<file path="config.mk">
export PLATFORM = sky130hd
export DESIGN_NAME = csq_clutch_seq
export DESIGN_NICKNAME = d
export VERILOG_FILES = /design/src/rtl/csq_pkg.sv /design/src/rtl/csq_clutch_seq.sv /design/src/rtl/csq_fault_latch.sv
export SDC_FILE = /design/constraint.sdc
export NUM_CORES = 1
export LEC_CHECK = 0
export BUFFER_PORTS_ARGS = -buffer_cell sky130_fd_sc_hd__buf_4
export CELL_PAD_IN_SITES_DETAIL_PLACEMENT = 1
export CELL_PAD_IN_SITES_GLOBAL_PLACEMENT = 1
export CORE_AREA = 2 2 177 196
export CTS_CLUSTER_DIAMETER = 120
export CTS_CLUSTER_SIZE = 30
export DETAILED_ROUTE_END_ITERATION = 8
export DIE_AREA = 0 0 179 198
export GPL_TIMING_DRIVEN = 1
export PLACE_DENSITY = 0.85
export SLEW_MARGIN = 20
export SYNTH_ARGS = -nofsm -noshare
export SYNTH_HDL_FRONTEND = slang
export SYNTH_SLANG_ARGS = --single-unit
export TNS_END_PERCENT = 5
</file>
<file path="constraint.sdc">
create_clock -name ref_clk_in -period 5.6 [get_ports ref_clk_in]
set_input_delay 0.56 -clock ref_clk_in [delete_from_list [all_inputs] [get_ports ref_clk_in]]
set_output_delay 0.56 -clock ref_clk_in [all_outputs]
set_load 0.02 [all_outputs]
</file>
<file path="src/rtl/csq_pkg.sv">
// Package: constants and types for the clutch sequencer and input supervision
package csq_pkg;
    // ------------------------------------------------------------
    // Timing
    // ------------------------------------------------------------
    localparam int unsigned CLK_HZ = 200_000_000;
    localparam int unsigned TICK_MS = 1;
    localparam int unsigned TICK_CYCLES = CLK_HZ / 1000 * TICK_MS;
    localparam int unsigned RESET_PULSE_MS = 100;
    localparam int unsigned RESET_PULSE_TICKS = RESET_PULSE_MS / TICK_MS;
    localparam int unsigned ENGAGE_MIN_S = 1;
    localparam int unsigned ENGAGE_MAX_S = 120;
    localparam int unsigned MS_PER_S = 1000;

    // ------------------------------------------------------------
    // Analog supervision, readings in microamps (voltage mode in millivolts)
    // ------------------------------------------------------------
    localparam logic [15:0] CUR_LOW_UA = 16'h07D0;   // 2.0 mA
    localparam logic [15:0] CUR_HIGH_UA = 16'h55F0;  // 22 mA
    localparam logic [15:0] VOLT_LOW_MV = 16'h01F4;  // 0.5 V
    localparam logic [15:0] VOLT_HIGH_MV = 16'h157C; // 5.5 V
    localparam int unsigned N_ANALOG = 3;
    localparam int unsigned AIN_RACK = 0;
    localparam int unsigned AIN_REMOTE = 1;
    localparam int unsigned AIN_MAP = 2;

    // ------------------------------------------------------------
    // Reset values
    // ------------------------------------------------------------
    localparam logic INPUT_F_FUNCTION_RESET = 1'b1;  // torque-limit enable

    // ------------------------------------------------------------
    // Clutch sequence states
    // ------------------------------------------------------------
    typedef enum logic [3:0] {
        CSQ_IDLE,
        CSQ_RAMP,
        CSQ_DWELL,
        CSQ_WAIT_ENGAGE,
        CSQ_SOFT_LOAD,
        CSQ_SHARING,
        CSQ_SOFT_UNLOAD,
        CSQ_BLOCKED
    } csq_state_t;
endpackage

</file>
<file path="src/rtl/csq_clutch_seq.sv">
// Clutch sequencer, input F handling, alarm reset pulse and input supervision
`timescale 1ns/1ps
// How it works
// Torque-limit enable with clutch closed caps load; cap drops when input clears.
// Configuration flag chooses input F role: torque limit (default) or de-clutch.
// In de-clutch role, input F true opens permissive at once, skipping unload.
// After emergency de-clutch, no clutching until input F goes false.
// Request with other engine free: ramp to idle, dwell, close permissive.
// Request with other engine clutched: ramp to its speed, dwell, close permissive.
// Permissive reopens if engaged input stays false past the engage timeout.
// Engaged while joining: soft load until loads match, then load share.
// Dwell time, speed window and load rate are separate tunables.
// Request drops, other engine free: permissive opens immediately.
// Request drops, other clutched: unload at rate, open at trip level.
// Engaged input means clutch closed, feeding clutching, sharing, dynamics.
// Each analog input fails below 2.0 mA/0.5 V or above 22 mA/5.5 V.
// Analog failure stays latched until back in range and alarm reset.
// Failed rack input: scaled actuator output replaces rack reading.
// Failed remote reference: hold last valid value when configured.
// Failed manifold pressure: pressure fuel limit disabled.
// Alarm reset is a fixed short pulse on rising request, re-armed on release.
// Alarm reset request is OR of contact, serial command and software switch.
// Engage timer starts at permissive close, stops on engaged or permissive open.
// Sync dwell counts only inside speed window, restarts on leaving it.
module csq_clutch_seq #(
    parameter int W = 16,
    parameter int unsigned TICK_CYCLES = csq_pkg::TICK_CYCLES,
    parameter int unsigned RESET_PULSE_TICKS = csq_pkg::RESET_PULSE_TICKS
) (
    // Clock and reset
    input wire logic ref_clk_in,
    input wire logic reset_in,
    // Discrete inputs
    input wire logic input_f_in,
    input wire logic clutch_request_in,
    input wire logic clutch_engaged_in,
    input wire logic other_clutched_in,
    // Alarm reset sources
    input wire logic reset_contact_in,
    input wire logic reset_serial_in,
    input wire logic reset_soft_in,
    // Configuration and tunables
    input wire logic input_f_function_select_in,
    input wire logic hold_remote_on_fail_in,
    input wire logic [2:0] volt_mode_in,
    input wire logic [15:0] sync_dwell_ms_in,
    input wire logic [W-1:0] speed_window_in,
    input wire logic [6:0] engage_timeout_s_in,
    input wire logic [W-1:0] load_rate_in,
    input wire logic [W-1:0] unload_rate_in,
    input wire logic [W-1:0] unload_trip_in,
    // Process values
    input wire logic [W-1:0] idle_speed_in,
    input wire logic [W-1:0] other_speed_in,
    input wire logic [W-1:0] engine_speed_in,
    input wire logic [W-1:0] own_load_in,
    input wire logic [W-1:0] other_load_in,
    input wire logic [W-1:0] actuator_scaled_in,
    input wire logic [W-1:0] ain_rack_in,
    input wire logic [W-1:0] ain_remote_in,
    input wire logic [W-1:0] ain_map_in,
    // Clutch and load outputs
    output logic permissive_out,
    output logic torque_limit_active_out,
    output logic declutch_cmd_out,
    output logic clutch_closed_out,
    output logic sync_target_valid_out,
    output logic [W-1:0] speed_target_out,
    output logic [W-1:0] load_ref_out,
    output logic load_sharing_out,
    // Supervision outputs
    output logic alarm_reset_out,
    output logic [2:0] ain_failed_out,
    output logic [W-1:0] rack_value_out,
    output logic [W-1:0] remote_ref_out,
    output logic map_limit_enable_out
);
    initial begin
        if (W < 16) $error("csq_clutch_seq: W must be at least 16");
        if (TICK_CYCLES < 2 || RESET_PULSE_TICKS < 1 || RESET_PULSE_TICKS > 65535) begin
            $error("csq_clutch_seq: bad timing parameter");
        end
    end

    // ------------------------------------------------------------
    // Millisecond tick shared by every timer
    // ------------------------------------------------------------
    logic [31:0] tick_cnt_q;
    logic tick;
    assign tick = (tick_cnt_q == 32'(TICK_CYCLES - 1));
    always_ff @(posedge ref_clk_in) begin
        if (reset_in || tick) begin
            tick_cnt_q <= '0;
        end else begin
            tick_cnt_q <= tick_cnt_q + 32'h1;
        end
    end

    // ------------------------------------------------------------
    // Alarm reset pulse
    // ------------------------------------------------------------
    logic reset_req, reset_req_q, reset_armed_q;
    logic [15:0] pulse_cnt_q;
    assign reset_req = reset_contact_in | reset_serial_in | reset_soft_in;
    // Fixed length; a held request cannot stretch it
    always_ff @(posedge ref_clk_in) begin
        if (reset_in) begin
            reset_req_q <= 1'b0;
            pulse_cnt_q <= '0;
            reset_armed_q <= 1'b1;
        end else begin
            reset_req_q <= reset_req;
            if (!reset_req) begin
                reset_armed_q <= 1'b1;
            end else if (reset_armed_q && !reset_req_q) begin
                reset_armed_q <= 1'b0;
            end
            if (reset_req && !reset_req_q && reset_armed_q) begin
                pulse_cnt_q <= 16'(RESET_PULSE_TICKS);
            end else if (tick && pulse_cnt_q != 16'h0000) begin
                pulse_cnt_q <= pulse_cnt_q - 16'h1;
            end
        end
    end
    assign alarm_reset_out = (pulse_cnt_q != 16'h0000);

    // ------------------------------------------------------------
    // Analog input supervision
    // ------------------------------------------------------------
    logic [W-1:0] ain_vec [0:2];
    logic [2:0] ain_oor;
    assign ain_vec[csq_pkg::AIN_RACK] = ain_rack_in;
    assign ain_vec[csq_pkg::AIN_REMOTE] = ain_remote_in;
    assign ain_vec[csq_pkg::AIN_MAP] = ain_map_in;
    for (genvar i = 0; i < csq_pkg::N_ANALOG; i++) begin : g_ain
        csq_fault_latch #(.W(W)) u_latch (
            .ref_clk_in(ref_clk_in),
            .reset_in(reset_in),
            .reading_in(ain_vec[i]),
            .volt_mode_in(volt_mode_in[i]),
            .alarm_reset_in(alarm_reset_out),
            .out_of_range_out(ain_oor[i]),
            .failed_out(ain_failed_out[i])
        );
    end

    // Fallbacks; remote reference remembers the last good sample
    logic [W-1:0] remote_hold_q, rack_q;
    logic map_en_q;
    always_ff @(posedge ref_clk_in) begin
        if (reset_in) begin
            remote_hold_q <= '0;
            rack_q <= '0;
            map_en_q <= 1'b0;
        end else begin
            if (!ain_failed_out[csq_pkg::AIN_REMOTE] && !ain_oor[csq_pkg::AIN_REMOTE]) begin
                remote_hold_q <= ain_remote_in;
            end
            rack_q <= ain_failed_out[csq_pkg::AIN_RACK] ? actuator_scaled_in : ain_rack_in;
            map_en_q <= !ain_failed_out[csq_pkg::AIN_MAP];
        end
    end
    assign remote_ref_out = (ain_failed_out[csq_pkg::AIN_REMOTE] && hold_remote_on_fail_in) ?
                            remote_hold_q : ain_remote_in;
    assign rack_value_out = rack_q;
    assign map_limit_enable_out = map_en_q;

    // ------------------------------------------------------------
    // Input F role and clutch status
    // ------------------------------------------------------------
    logic declutch_now, declutch_block_q;
    assign clutch_closed_out = clutch_engaged_in;
    assign declutch_now = !input_f_function_select_in && input_f_in;
    assign torque_limit_active_out = input_f_function_select_in && input_f_in && clutch_closed_out;
    assign declutch_cmd_out = declutch_now || declutch_block_q;
    // Latch until F releases so switching input F to torque-limit role cannot re-clutch
    always_ff @(posedge ref_clk_in) begin
        if (reset_in) begin
            declutch_block_q <= 1'b0;
        end else if (declutch_now) begin
            declutch_block_q <= 1'b1;
        end else if (!input_f_in) begin
            declutch_block_q <= 1'b0;
        end
    end

    // ------------------------------------------------------------
    // Clutch sequence
    // ------------------------------------------------------------
    csq_pkg::csq_state_t state_q;
    logic [15:0] dwell_ms_q, ms_q;
    logic [6:0] sec_q;
    logic sync_mode_q, in_window, loads_match;
    logic [W-1:0] load_q, target_q;
    logic [W:0] speed_diff;
    assign speed_diff = (engine_speed_in >= target_q) ? {1'b0, engine_speed_in - target_q}
                                                       : {1'b0, target_q - engine_speed_in};
    assign in_window = speed_diff <= {1'b0, speed_window_in};
    assign loads_match = load_q >= other_load_in;

    always_ff @(posedge ref_clk_in) begin
        if (reset_in) begin
            state_q <= csq_pkg::CSQ_IDLE;
            sync_mode_q <= 1'b0;
            target_q <= '0;
        end else if (declutch_now) begin
            state_q <= csq_pkg::CSQ_BLOCKED;
        end else begin
            case (state_q)
                csq_pkg::CSQ_IDLE: begin
                    if (clutch_request_in && !declutch_block_q) begin
                        sync_mode_q <= other_clutched_in;
                        target_q <= other_clutched_in ? other_speed_in : idle_speed_in;
                        state_q <= csq_pkg::CSQ_RAMP;
                    end
                end
                csq_pkg::CSQ_RAMP, csq_pkg::CSQ_DWELL: begin
                    if (sync_mode_q) target_q <= other_speed_in;
                    if (!clutch_request_in) begin
                        state_q <= csq_pkg::CSQ_IDLE;
                    end else if (!in_window) begin
                        state_q <= csq_pkg::CSQ_RAMP;
                    end else if (state_q == csq_pkg::CSQ_RAMP) begin
                        state_q <= csq_pkg::CSQ_DWELL;
                    end else if (dwell_ms_q >= sync_dwell_ms_in) begin
                        state_q <= csq_pkg::CSQ_WAIT_ENGAGE;
                    end
                end
                csq_pkg::CSQ_WAIT_ENGAGE: begin
                    if (!clutch_request_in) begin
                        state_q <= csq_pkg::CSQ_IDLE;
                    end else if (clutch_engaged_in) begin
                        state_q <= sync_mode_q ? csq_pkg::CSQ_SOFT_LOAD : csq_pkg::CSQ_SHARING;
                    end else if (sec_q >= engage_timeout_s_in) begin
                        state_q <= csq_pkg::CSQ_IDLE;
                    end
                end
                csq_pkg::CSQ_SOFT_LOAD, csq_pkg::CSQ_SHARING: begin
                    if (state_q == csq_pkg::CSQ_SOFT_LOAD && loads_match) state_q <= csq_pkg::CSQ_SHARING;
                    if (!clutch_request_in) begin
                        state_q <= other_clutched_in ? csq_pkg::CSQ_SOFT_UNLOAD : csq_pkg::CSQ_IDLE;
                    end
                end
                csq_pkg::CSQ_SOFT_UNLOAD: begin
                    if (load_q <= unload_trip_in) state_q <= csq_pkg::CSQ_IDLE;
                end
                csq_pkg::CSQ_BLOCKED: begin
                    if (!input_f_in) state_q <= csq_pkg::CSQ_IDLE;
                end
                default: state_q <= csq_pkg::CSQ_IDLE;
            endcase
        end
    end

    // Dwell timer in ms, restarted whenever speed leaves the window
    always_ff @(posedge ref_clk_in) begin
        if (reset_in || state_q != csq_pkg::CSQ_DWELL || !in_window) begin
            dwell_ms_q <= '0;
        end else if (tick && dwell_ms_q != 16'hFFFF) begin
            dwell_ms_q <= dwell_ms_q + 16'h1;
        end
    end

    // Engage timer runs only while permissive closed and not yet engaged
    always_ff @(posedge ref_clk_in) begin
        if (reset_in || state_q != csq_pkg::CSQ_WAIT_ENGAGE || clutch_engaged_in) begin
            ms_q <= '0;
            sec_q <= '0;
        end else if (tick) begin
            if (ms_q == 16'(csq_pkg::MS_PER_S - 1)) begin
                ms_q <= '0;
                sec_q <= (sec_q == 7'h7F) ? sec_q : sec_q + 7'h1;
            end else begin
                ms_q <= ms_q + 16'h1;
            end
        end
    end

    // Load reference ramps once per tick, saturating at the bounds
    always_ff @(posedge ref_clk_in) begin
        if (reset_in) begin
            load_q <= '0;
        end else if (state_q == csq_pkg::CSQ_SOFT_LOAD) begin
            if (tick && !loads_match) load_q <= (other_load_in - load_q < load_rate_in) ?
                                                other_load_in : load_q + load_rate_in;
        end else if (state_q == csq_pkg::CSQ_SOFT_UNLOAD) begin
            if (tick) load_q <= (load_q < unload_rate_in) ? '0 : load_q - unload_rate_in;
        end else if (state_q == csq_pkg::CSQ_SHARING) begin
            load_q <= own_load_in;
        end else begin
            load_q <= '0;
        end
    end

    assign permissive_out = (state_q == csq_pkg::CSQ_WAIT_ENGAGE) || (state_q == csq_pkg::CSQ_SOFT_LOAD) ||
                            (state_q == csq_pkg::CSQ_SHARING) || (state_q == csq_pkg::CSQ_SOFT_UNLOAD);
    assign sync_target_valid_out = (state_q == csq_pkg::CSQ_RAMP) || (state_q == csq_pkg::CSQ_DWELL);
    assign speed_target_out = target_q;
    assign load_ref_out = load_q;
    assign load_sharing_out = (state_q == csq_pkg::CSQ_SHARING);

    // ------------------------------------------------------------
    // Checks
    // ------------------------------------------------------------
    chk_declutch_opens: assert property (@(posedge ref_clk_in) disable iff (reset_in)
        declutch_now |=> !permissive_out) else $error("de-clutch did not open permissive");
    chk_declutch_block: assert property (@(posedge ref_clk_in) disable iff (reset_in)
        declutch_block_q && input_f_in |=> !permissive_out) else $error("clutching while blocked");
    chk_torque_cap: assert property (@(posedge ref_clk_in) disable iff (reset_in)
        torque_limit_active_out |-> input_f_in && clutch_engaged_in) else $error("cap without cause");
    chk_free_open: assert property (@(posedge ref_clk_in) disable iff (reset_in)
        state_q == csq_pkg::CSQ_WAIT_ENGAGE && !clutch_request_in && !declutch_now |=> !permissive_out)
        else $error("permissive not opened on drop");
    chk_engage_timeout: assert property (@(posedge ref_clk_in) disable iff (reset_in)
        state_q == csq_pkg::CSQ_WAIT_ENGAGE && sec_q >= engage_timeout_s_in && clutch_request_in
        && !clutch_engaged_in |=> !permissive_out) else $error("engage timeout ignored");
    chk_dwell_window: assert property (@(posedge ref_clk_in) disable iff (reset_in)
        !in_window |=> dwell_ms_q == 16'h0000) else $error("dwell kept outside window");
    chk_unload_trip: assert property (@(posedge ref_clk_in) disable iff (reset_in)
        state_q == csq_pkg::CSQ_SOFT_UNLOAD && load_q <= unload_trip_in && !declutch_now
        |=> !permissive_out) else $error("unload trip missed");
    chk_reset_pulse: assert property (@(posedge ref_clk_in) disable iff (reset_in)
        alarm_reset_out && !$past(alarm_reset_out) |-> $past(reset_req) && !$past(reset_req, 2))
        else $error("reset without edge");
    chk_map_fallback: assert property (@(posedge ref_clk_in) disable iff (reset_in)
        ain_failed_out[2] |=> !map_limit_enable_out) else $error("map limit left on");
    cov_engage: cover property (@(posedge ref_clk_in) state_q == csq_pkg::CSQ_WAIT_ENGAGE ##1
        state_q == csq_pkg::CSQ_SOFT_LOAD);
    cov_share: cover property (@(posedge ref_clk_in) $rose(load_sharing_out));
    cov_unload: cover property (@(posedge ref_clk_in) state_q == csq_pkg::CSQ_SOFT_UNLOAD);
    cov_fault: cover property (@(posedge ref_clk_in) $fell(ain_failed_out[0]));
endmodule

</file>
<file path="src/rtl/csq_fault_latch.sv">
// Out-of-range detector and latch for one supervised analog input
`timescale 1ns/1ps
module csq_fault_latch #(
    parameter int W = 16
) (
    // Clock and reset
    input wire logic ref_clk_in,
    input wire logic reset_in,
    // Reading and mode
    input wire logic [W-1:0] reading_in,
    input wire logic volt_mode_in,
    input wire logic alarm_reset_in,
    // Status
    output logic out_of_range_out,
    output logic failed_out
);
    initial begin
        if (W < 16) $error("csq_fault_latch: W must be at least 16");
    end

    logic failed_q;

    // Window picks current or voltage limits
    always_comb begin
        if (volt_mode_in) begin
            out_of_range_out = (reading_in < W'(csq_pkg::VOLT_LOW_MV)) ||
                               (reading_in > W'(csq_pkg::VOLT_HIGH_MV));
        end else begin
            out_of_range_out = (reading_in < W'(csq_pkg::CUR_LOW_UA)) ||
                               (reading_in > W'(csq_pkg::CUR_HIGH_UA));
        end
    end

    // Sticky; a new fault beats the reset, so clearing needs a good reading
    always_ff @(posedge ref_clk_in) begin
        if (reset_in) begin
            failed_q <= 1'b0;
        end else if (out_of_range_out) begin
            failed_q <= 1'b1;
        end else if (alarm_reset_in) begin
            failed_q <= 1'b0;
        end
    end
    assign failed_out = failed_q;

    chk_fault_sticky: assert property (@(posedge ref_clk_in) disable iff (reset_in)
        failed_q && !alarm_reset_in |=> failed_q) else $error("fault cleared without reset");
    chk_fault_sets: assert property (@(posedge ref_clk_in) disable iff (reset_in)
        out_of_range_out |=> failed_q) else $error("out of range not latched");
endmodule

</file>
==> flow_summary.ini, run 1 <==
[sta]
setup_tns_ns = 0
post-route-period-util_pct = 90.58
hold_viol_final = 0
fin_ws_ns = 0.5274
final-setup-viol-count = 0
fin_crit_ns = 5.073
rsz0062_at_grt = no
max_freq_mhz = 197.1
slew_headroom_pct = 29.80
skew_ns = 0.007829
tightest_slew_ns = 1.050
slew_viol_final = 0

[route]
drtIter0Drc = 675
avgRoutedWirePerCell_um = 18.87
dr_total_vias = 13570
via_per_inst = 5.580
drt_wl_total_um = 45870
drc_errors = 0
drtAntennaViolNets = 0
dr.pass1.iters = 6

[critical_path]
critical_path_arrival_ns = 5.44
cp-start-kind = flip-flop
required_ns = 5.96
critical_path.endpoint_type = flip-flop
crit_fanout = 21
reg2regPathDepth = 18
worstSetupPathType = reg2reg

[die]
rows = 71
fp.dieH_um = 198
dieArea_um2 = 35440
io_pins = 320
initial_core_util_pct = 39.27
core_um2 = 33670
die_x_um = 179

[global_route]
grt_pass1_wl_um = 72280
gr-total-overflow = 0
grt_max_degree = 74
grt_pass1_vias = 14300
grt_usage_pct = 25.72
antenna_found_initial = 1

[clock_network]
cts_setup_buffers = 0
clk_latency_ns = 0.45
hold_buffers = 0
clk_pin_slew_ns = 0.07
cts_max_level = 4
ctsLongestPathBuffers = 2
cts_tree = done
clock-root-buffer = clkbuf_16
cts_buffers = 17
cts_sinks = 162
cts_resized = 0

[synthesis]
ys.flop_type = dfxtp_1
synth-edff-count = 0
synth_cell_types = 79
synth_cells = 1680
synth_seq_cells = 162
synth-compound-area-share_pct = 18.81
synthXorXnorAreaFrac_pct = 7.882
netlist_area_um2 = 13220
avgSynthCellArea_um2 = 7.871
synth_fa_ha_area_share_pct = 15.23
synthesis.nets = 2083
yosysSeqAreaShare_pct = 24.53
synth_simple_gate_area_share_pct = 20.51
synth_async_sr_flop_share_pct = 0
yosys_warnings = 0
synth_top_family_by_area = simple AND/OR/NAND/NOR gates
synthMuxAreaShare_pct = 6.605

[run]
cap_violations = 0

[place]
gp_congestion = 0.9499
dpl_cell_area_um2 = 16080
dpl_worst_slack_ns = 0.2223
io_buffers = 319
dp_hpwl_um = 37380
placed_cells = 2398

[final_layout]
final_cell_mix = 332 x buf_4, 192 x nor2_1, 162 x dfxtp_1
multi_input_area_um2 = 9145
num-nets-final = 2382
area_growth_pct = 25.99
regArea_um2 = 3243
final_util_pct = 49.48
final_common_cell = buf_4
final_area_um2 = 16660
drive_above_1_share_pct = 20.68
nFillCells = 4184
finalNonFillerCells = 2431

[worst_hold_path]
hp-class = in2reg
hold_depth = 3

[pwr]
peakVddDrop_mv = 0.2077
powerDensity_nw_per_um2 = 305.1
p_leak_nw = 7.518

[run_status]
status = finished clean
## through the flow
stage	power [W]	hold WS (ns)
5_1_grt	0.005438	0.3518
4_1_cts	0.005099	0.3307
2_1_floorplan	0.003023	0.4138
3_3_place_gp	0.003805	0.4251
6_report	0.005083	0.3426
3_5_place_dp	0.003895	0.4323
## critical path, cell delays in order (launching register included)
cell and delay [ns]:
dfxtp_1 0.38, ha_1 0.19, inv_1 0.06, fa_1 0.40, a211oi_1 0.35, o21ai_0 0.24, a211oi_1 0.26, o41ai_1 0.13
a21oi_2 0.32, buf_12 0.22, mux2_2 0.36, ha_1 0.29, nor2b_1 0.14, o211ai_1 0.16, a21oi_1 0.10, o21ai_0 0.20
a31oi_1 0.19, or4_1 0.75, a21oi_1 0.25
## synth_stat cells (all sizes together), types with 40 or more instances
cell	n	area, um^2
a21oi	110	554.3
clkbuf	40	150.1
dfxtp	162	3243
ha	153	1914
inv	161	604.3
mux2i	67	670.6
nand2	112	422.9
nand3	50	255.3
nor2	192	720.7
o21ai	86	430.4
xnor2	59	516.8
xor2	60	525.5
## cell families (layout without fill, tap and decap cells)
kind of cell    Yosys count  after routing
simple gates            555            555
compound gates          385            385
buf+inv                 216            528
flops                   162            162
fa+ha+maj               158            158
xor+xnor                119            119
mux                      85             85
other cells               0              1
## registers in the layout (all words and copies together), names as in the netlist
signal	count
declutch_block_q	1
dwell_ms_q	16
g_ain.u_latch.failed_out	3
load_ref_out	16
map_limit_enable_out	1
ms_q	16
pulse_cnt_q	16
rack_value_out	16
remote_hold_q	16
reset_armed_q	1
reset_req_q	1
sec_q	7
speed_target_out	16
state_q	3
sync_mode_q	1
tick_cnt_q	32
## where the power goes
group	internal [W]	leakage, nW	switching, W
clock network	0.000602	0.275	0.000576
logic	0.00111	5.92	0.00143
registers	0.00123	1.32	0.000129
## final timing paths
| check | endpoint | startpoint | slack (ns) |
|---|---|---|---|
| worst max-delay path | dwell_ms_q[9] | speed_target_out[0] | 0.53 |
| worst min-delay path | rack_value_out[12] | actuator_scaled_in[12] | 0.34 |
| worst max register to register | dwell_ms_q[9] | speed_target_out[0] | 0.53 |
| worst min register to register | reset_armed_q | reset_armed_q | 0.44 |
## layer usage
metal	up-vias	track usage, %	wire, um
met4	2	11.11	1660
met5	-	0	16
met2	415	46.89	22880
li1	6546	-	-
met1	6492	28.41	18280
met3	111	5.530	3033
## final cells by class
cell class	instances	area share, %
clock buffer	18	2.636
antenna	1	0.01502
multi-input combinational	1302	54.89
inverter	162	3.650
timing repair buffer	334	15.20
clock inverter	14	0.8487
sequential	162	19.47
tap	438	3.290
(Power assumes the default switching activity.)
==> run 2, diff against run 1 <==
- CTS_CLUSTER_DIAMETER: 120 -> 40
- PLACE_DENSITY: 0.85 -> 0.79
- SETUP_SLACK_MARGIN: unset -> 0.02
==> flow_summary.ini, run 2 (synthesis gave the netlist of run 1 again) <==
[run_status]
status = finished clean

[global_route]
grt_usage_pct = 25.73
grt_pass1_vias = 14150
grt_max_degree = 72
gr-total-overflow = 0
antenna_found_initial = 0
grt_pass1_wl_um = 72140

[route]
drc_errors = 0
drtIter0Drc = 532
drt_wl_total_um = 45810
avgRoutedWirePerCell_um = 18.84
dr_total_vias = 13550
via_per_inst = 5.572
drtAntennaViolNets = 0
dr.pass1.iters = 4

[critical_path]
reg2regPathDepth = 19
cp-start-kind = flip-flop
critical_path_arrival_ns = 5.39
worstSetupPathType = reg2reg
path_buf_inv = 2
crit_fanout = 7
worstSetupPathDepth = 19
required_ns = 5.93
cpMaxStageDelayCell = or3b_2
critPathTopFamily = compound AO/OA/AOI/OAI gates
critical_path.endpoint_type = flip-flop
crit_path_cell_trace = ha_1 > inv_1 > fa_1 > a211oi_1 > o21ai_0 > a211oi_1 > o41ai_1 > a21oi_2 > or3b_2 > o221ai_1 > xnor2_1 > ha_1 > nand4_1 > nor2_1 > o21ai_0 > a31oi_1 > o311ai_0 > buf_4 > o311a_1
slowest_delay_ns = 0.48

[die]
core_um2 = 33670
fp.dieH_um = 198
dieArea_um2 = 35440
die_x_um = 179
initial_core_util_pct = 39.27
rows = 71
io_pins = 320

[sta]
final-setup-viol-count = 0
hold_viol_final = 0
holdWs_ns = 0.3469
slew_viol_final = 0
rsz0062_at_grt = no
tightest_slew_ns = 1.043
slew_headroom_pct = 30.32
setup_tns_ns = 0
skew_ns = 0.01552
max_freq_mhz = 197.5
fin_crit_ns = 5.064
post-route-period-util_pct = 90.43

[final_layout]
final_cell_mix = 335 x buf_4, 192 x nor2_1, 162 x dfxtp_1
drive_above_1_share_pct = 20.82
final_common_cell = buf_4
largest_register_ffs = 32
nFillCells = 4212
largest-register = tick_cnt_q
num-nets-final = 2383
area_growth_pct = 26.28
diodes = 0

[clock_network]
clock-root-buffer = clkbuf_16
cts_buffers = 17
clk_pin_slew_ns = 0.07
cts_max_level = 4
hold_buffers = 0
cts_tree = done
cts_sinks = 162
clk_latency_ns = 0.45
ctsLongestPathBuffers = 2

[pwr]
clockPowerShare_pct = 25.2
p_leak_nw = 7.539
switching_share_pct = 41.16
p_seq_share_pct = 26.1
powerDensity_nw_per_um2 = 311.3
peakVddDrop_mv = 0.2801
intPower_w = 0.003058
combinationalPowerShare_pct = 48.7
p_switching_w = 0.002140

[worst_hold_path]
hold_depth = 3
hp-class = in2reg

[run]
cap_violations = 0

[place]
gp_congestion = 0.9026
io_buffers = 319
dp_hpwl_um = 37040
-- run 2: changes by cell type in the layout (fill, tap and decap cells not counted), moves of 2 or more --
cell	previous run	this run
clkinv_4	2	0
bufinv_16	0	3
inv_6	4	6
buf_4	332	335
buf_12	2	0
clkinv_8	2	0
-- run 2: final cells by class --
cell class	instances	area (um^2)	share of cell area, %
repair buffers	335	2515	15.06
inverters	162	608.1	3.642
well taps	438	548.0	3.282
clock inverters	14	187.7	1.124
clock buffers	18	439.2	2.630
multi-input cells	1302	9156	54.84
flip-flops and latches	162	3243	19.42
-- run 2: per-layer routing --
metal	wire length [um]	GRT usage, %	vias up	share of wire (%)
met5	0	0	-	0
met4	1258	9.184	0	2.7
met3	2697	4.839	75	5.9
met2	23120	47.31	401	50
met1	18730	29.28	6518	41
li1	-	-	6552	-
-- run 2: power groups by stage --
stage / clock network (W) / registers, W / logic [W]
4_1_cts: 0.00133 / 0.00136 / 0.00252
6_report: 0.00131 / 0.00136 / 0.00253
3_3_place_gp: 0 / 0.00138 / 0.00242
3_5_place_dp: 0 / 0.00139 / 0.00250
2_1_floorplan: 0 / 0.00141 / 0.00162
5_1_grt: 0.00138 / 0.00137 / 0.00279
-- run 2: final timing paths --
kind                         start                end  slack, ns
max            speed_target_out[0]         state_q[0]       0.54
min          actuator_scaled_in[1]  rack_value_out[1]       0.35
max reg2reg    speed_target_out[0]         state_q[0]       0.54
min reg2reg          reset_armed_q      reset_armed_q       0.46
-- run 2: repair_timing --
action                                 in CTS  in global routing
setup endpoints to repair                   0                  5
buffers inserted                            0                  0
resized for setup                           0                  1
endpoints found under the hold margin       0                  0
-- run 2: per-stage QoR --
| step | utilization [%] | total power, W | area, um^2 | instances | setup WS, ns |
|---|---|---|---|---|---|
| finish | 49.59 | 0.005198 | 16700 | 2431 | 0.5361 |
| floorplan | - | 0.003023 | 13220 | 1680 | 0.6994 |
| CTS | 49.56 | 0.005206 | 16690 | 2431 | 0.5020 |
| detailed placement | 47.70 | 0.003884 | 16060 | 2399 | 0.1718 |
| global placement | 47.69 | 0.003805 | 16060 | 2399 | 0.2960 |
| global route | 49.59 | 0.005544 | 16700 | 2431 | 0.06466 |
-- run 2: worst reg2reg max path: stages, from the launching register on --
cell	delay, ns
dfxtp_1	0.38
ha_1	0.20
inv_1	0.06
fa_1	0.42
a211oi_1	0.36
o21ai_0	0.22
a211oi_1	0.27
o41ai_1	0.14
a21oi_2	0.35
or3b_2	0.48
o221ai_1	0.23
xnor2_1	0.10
ha_1	0.30
nand4_1	0.12
nor2_1	0.13
o21ai_0	0.10
a31oi_1	0.40
o311ai_0	0.19
buf_4	0.18
o311a_1	0.32
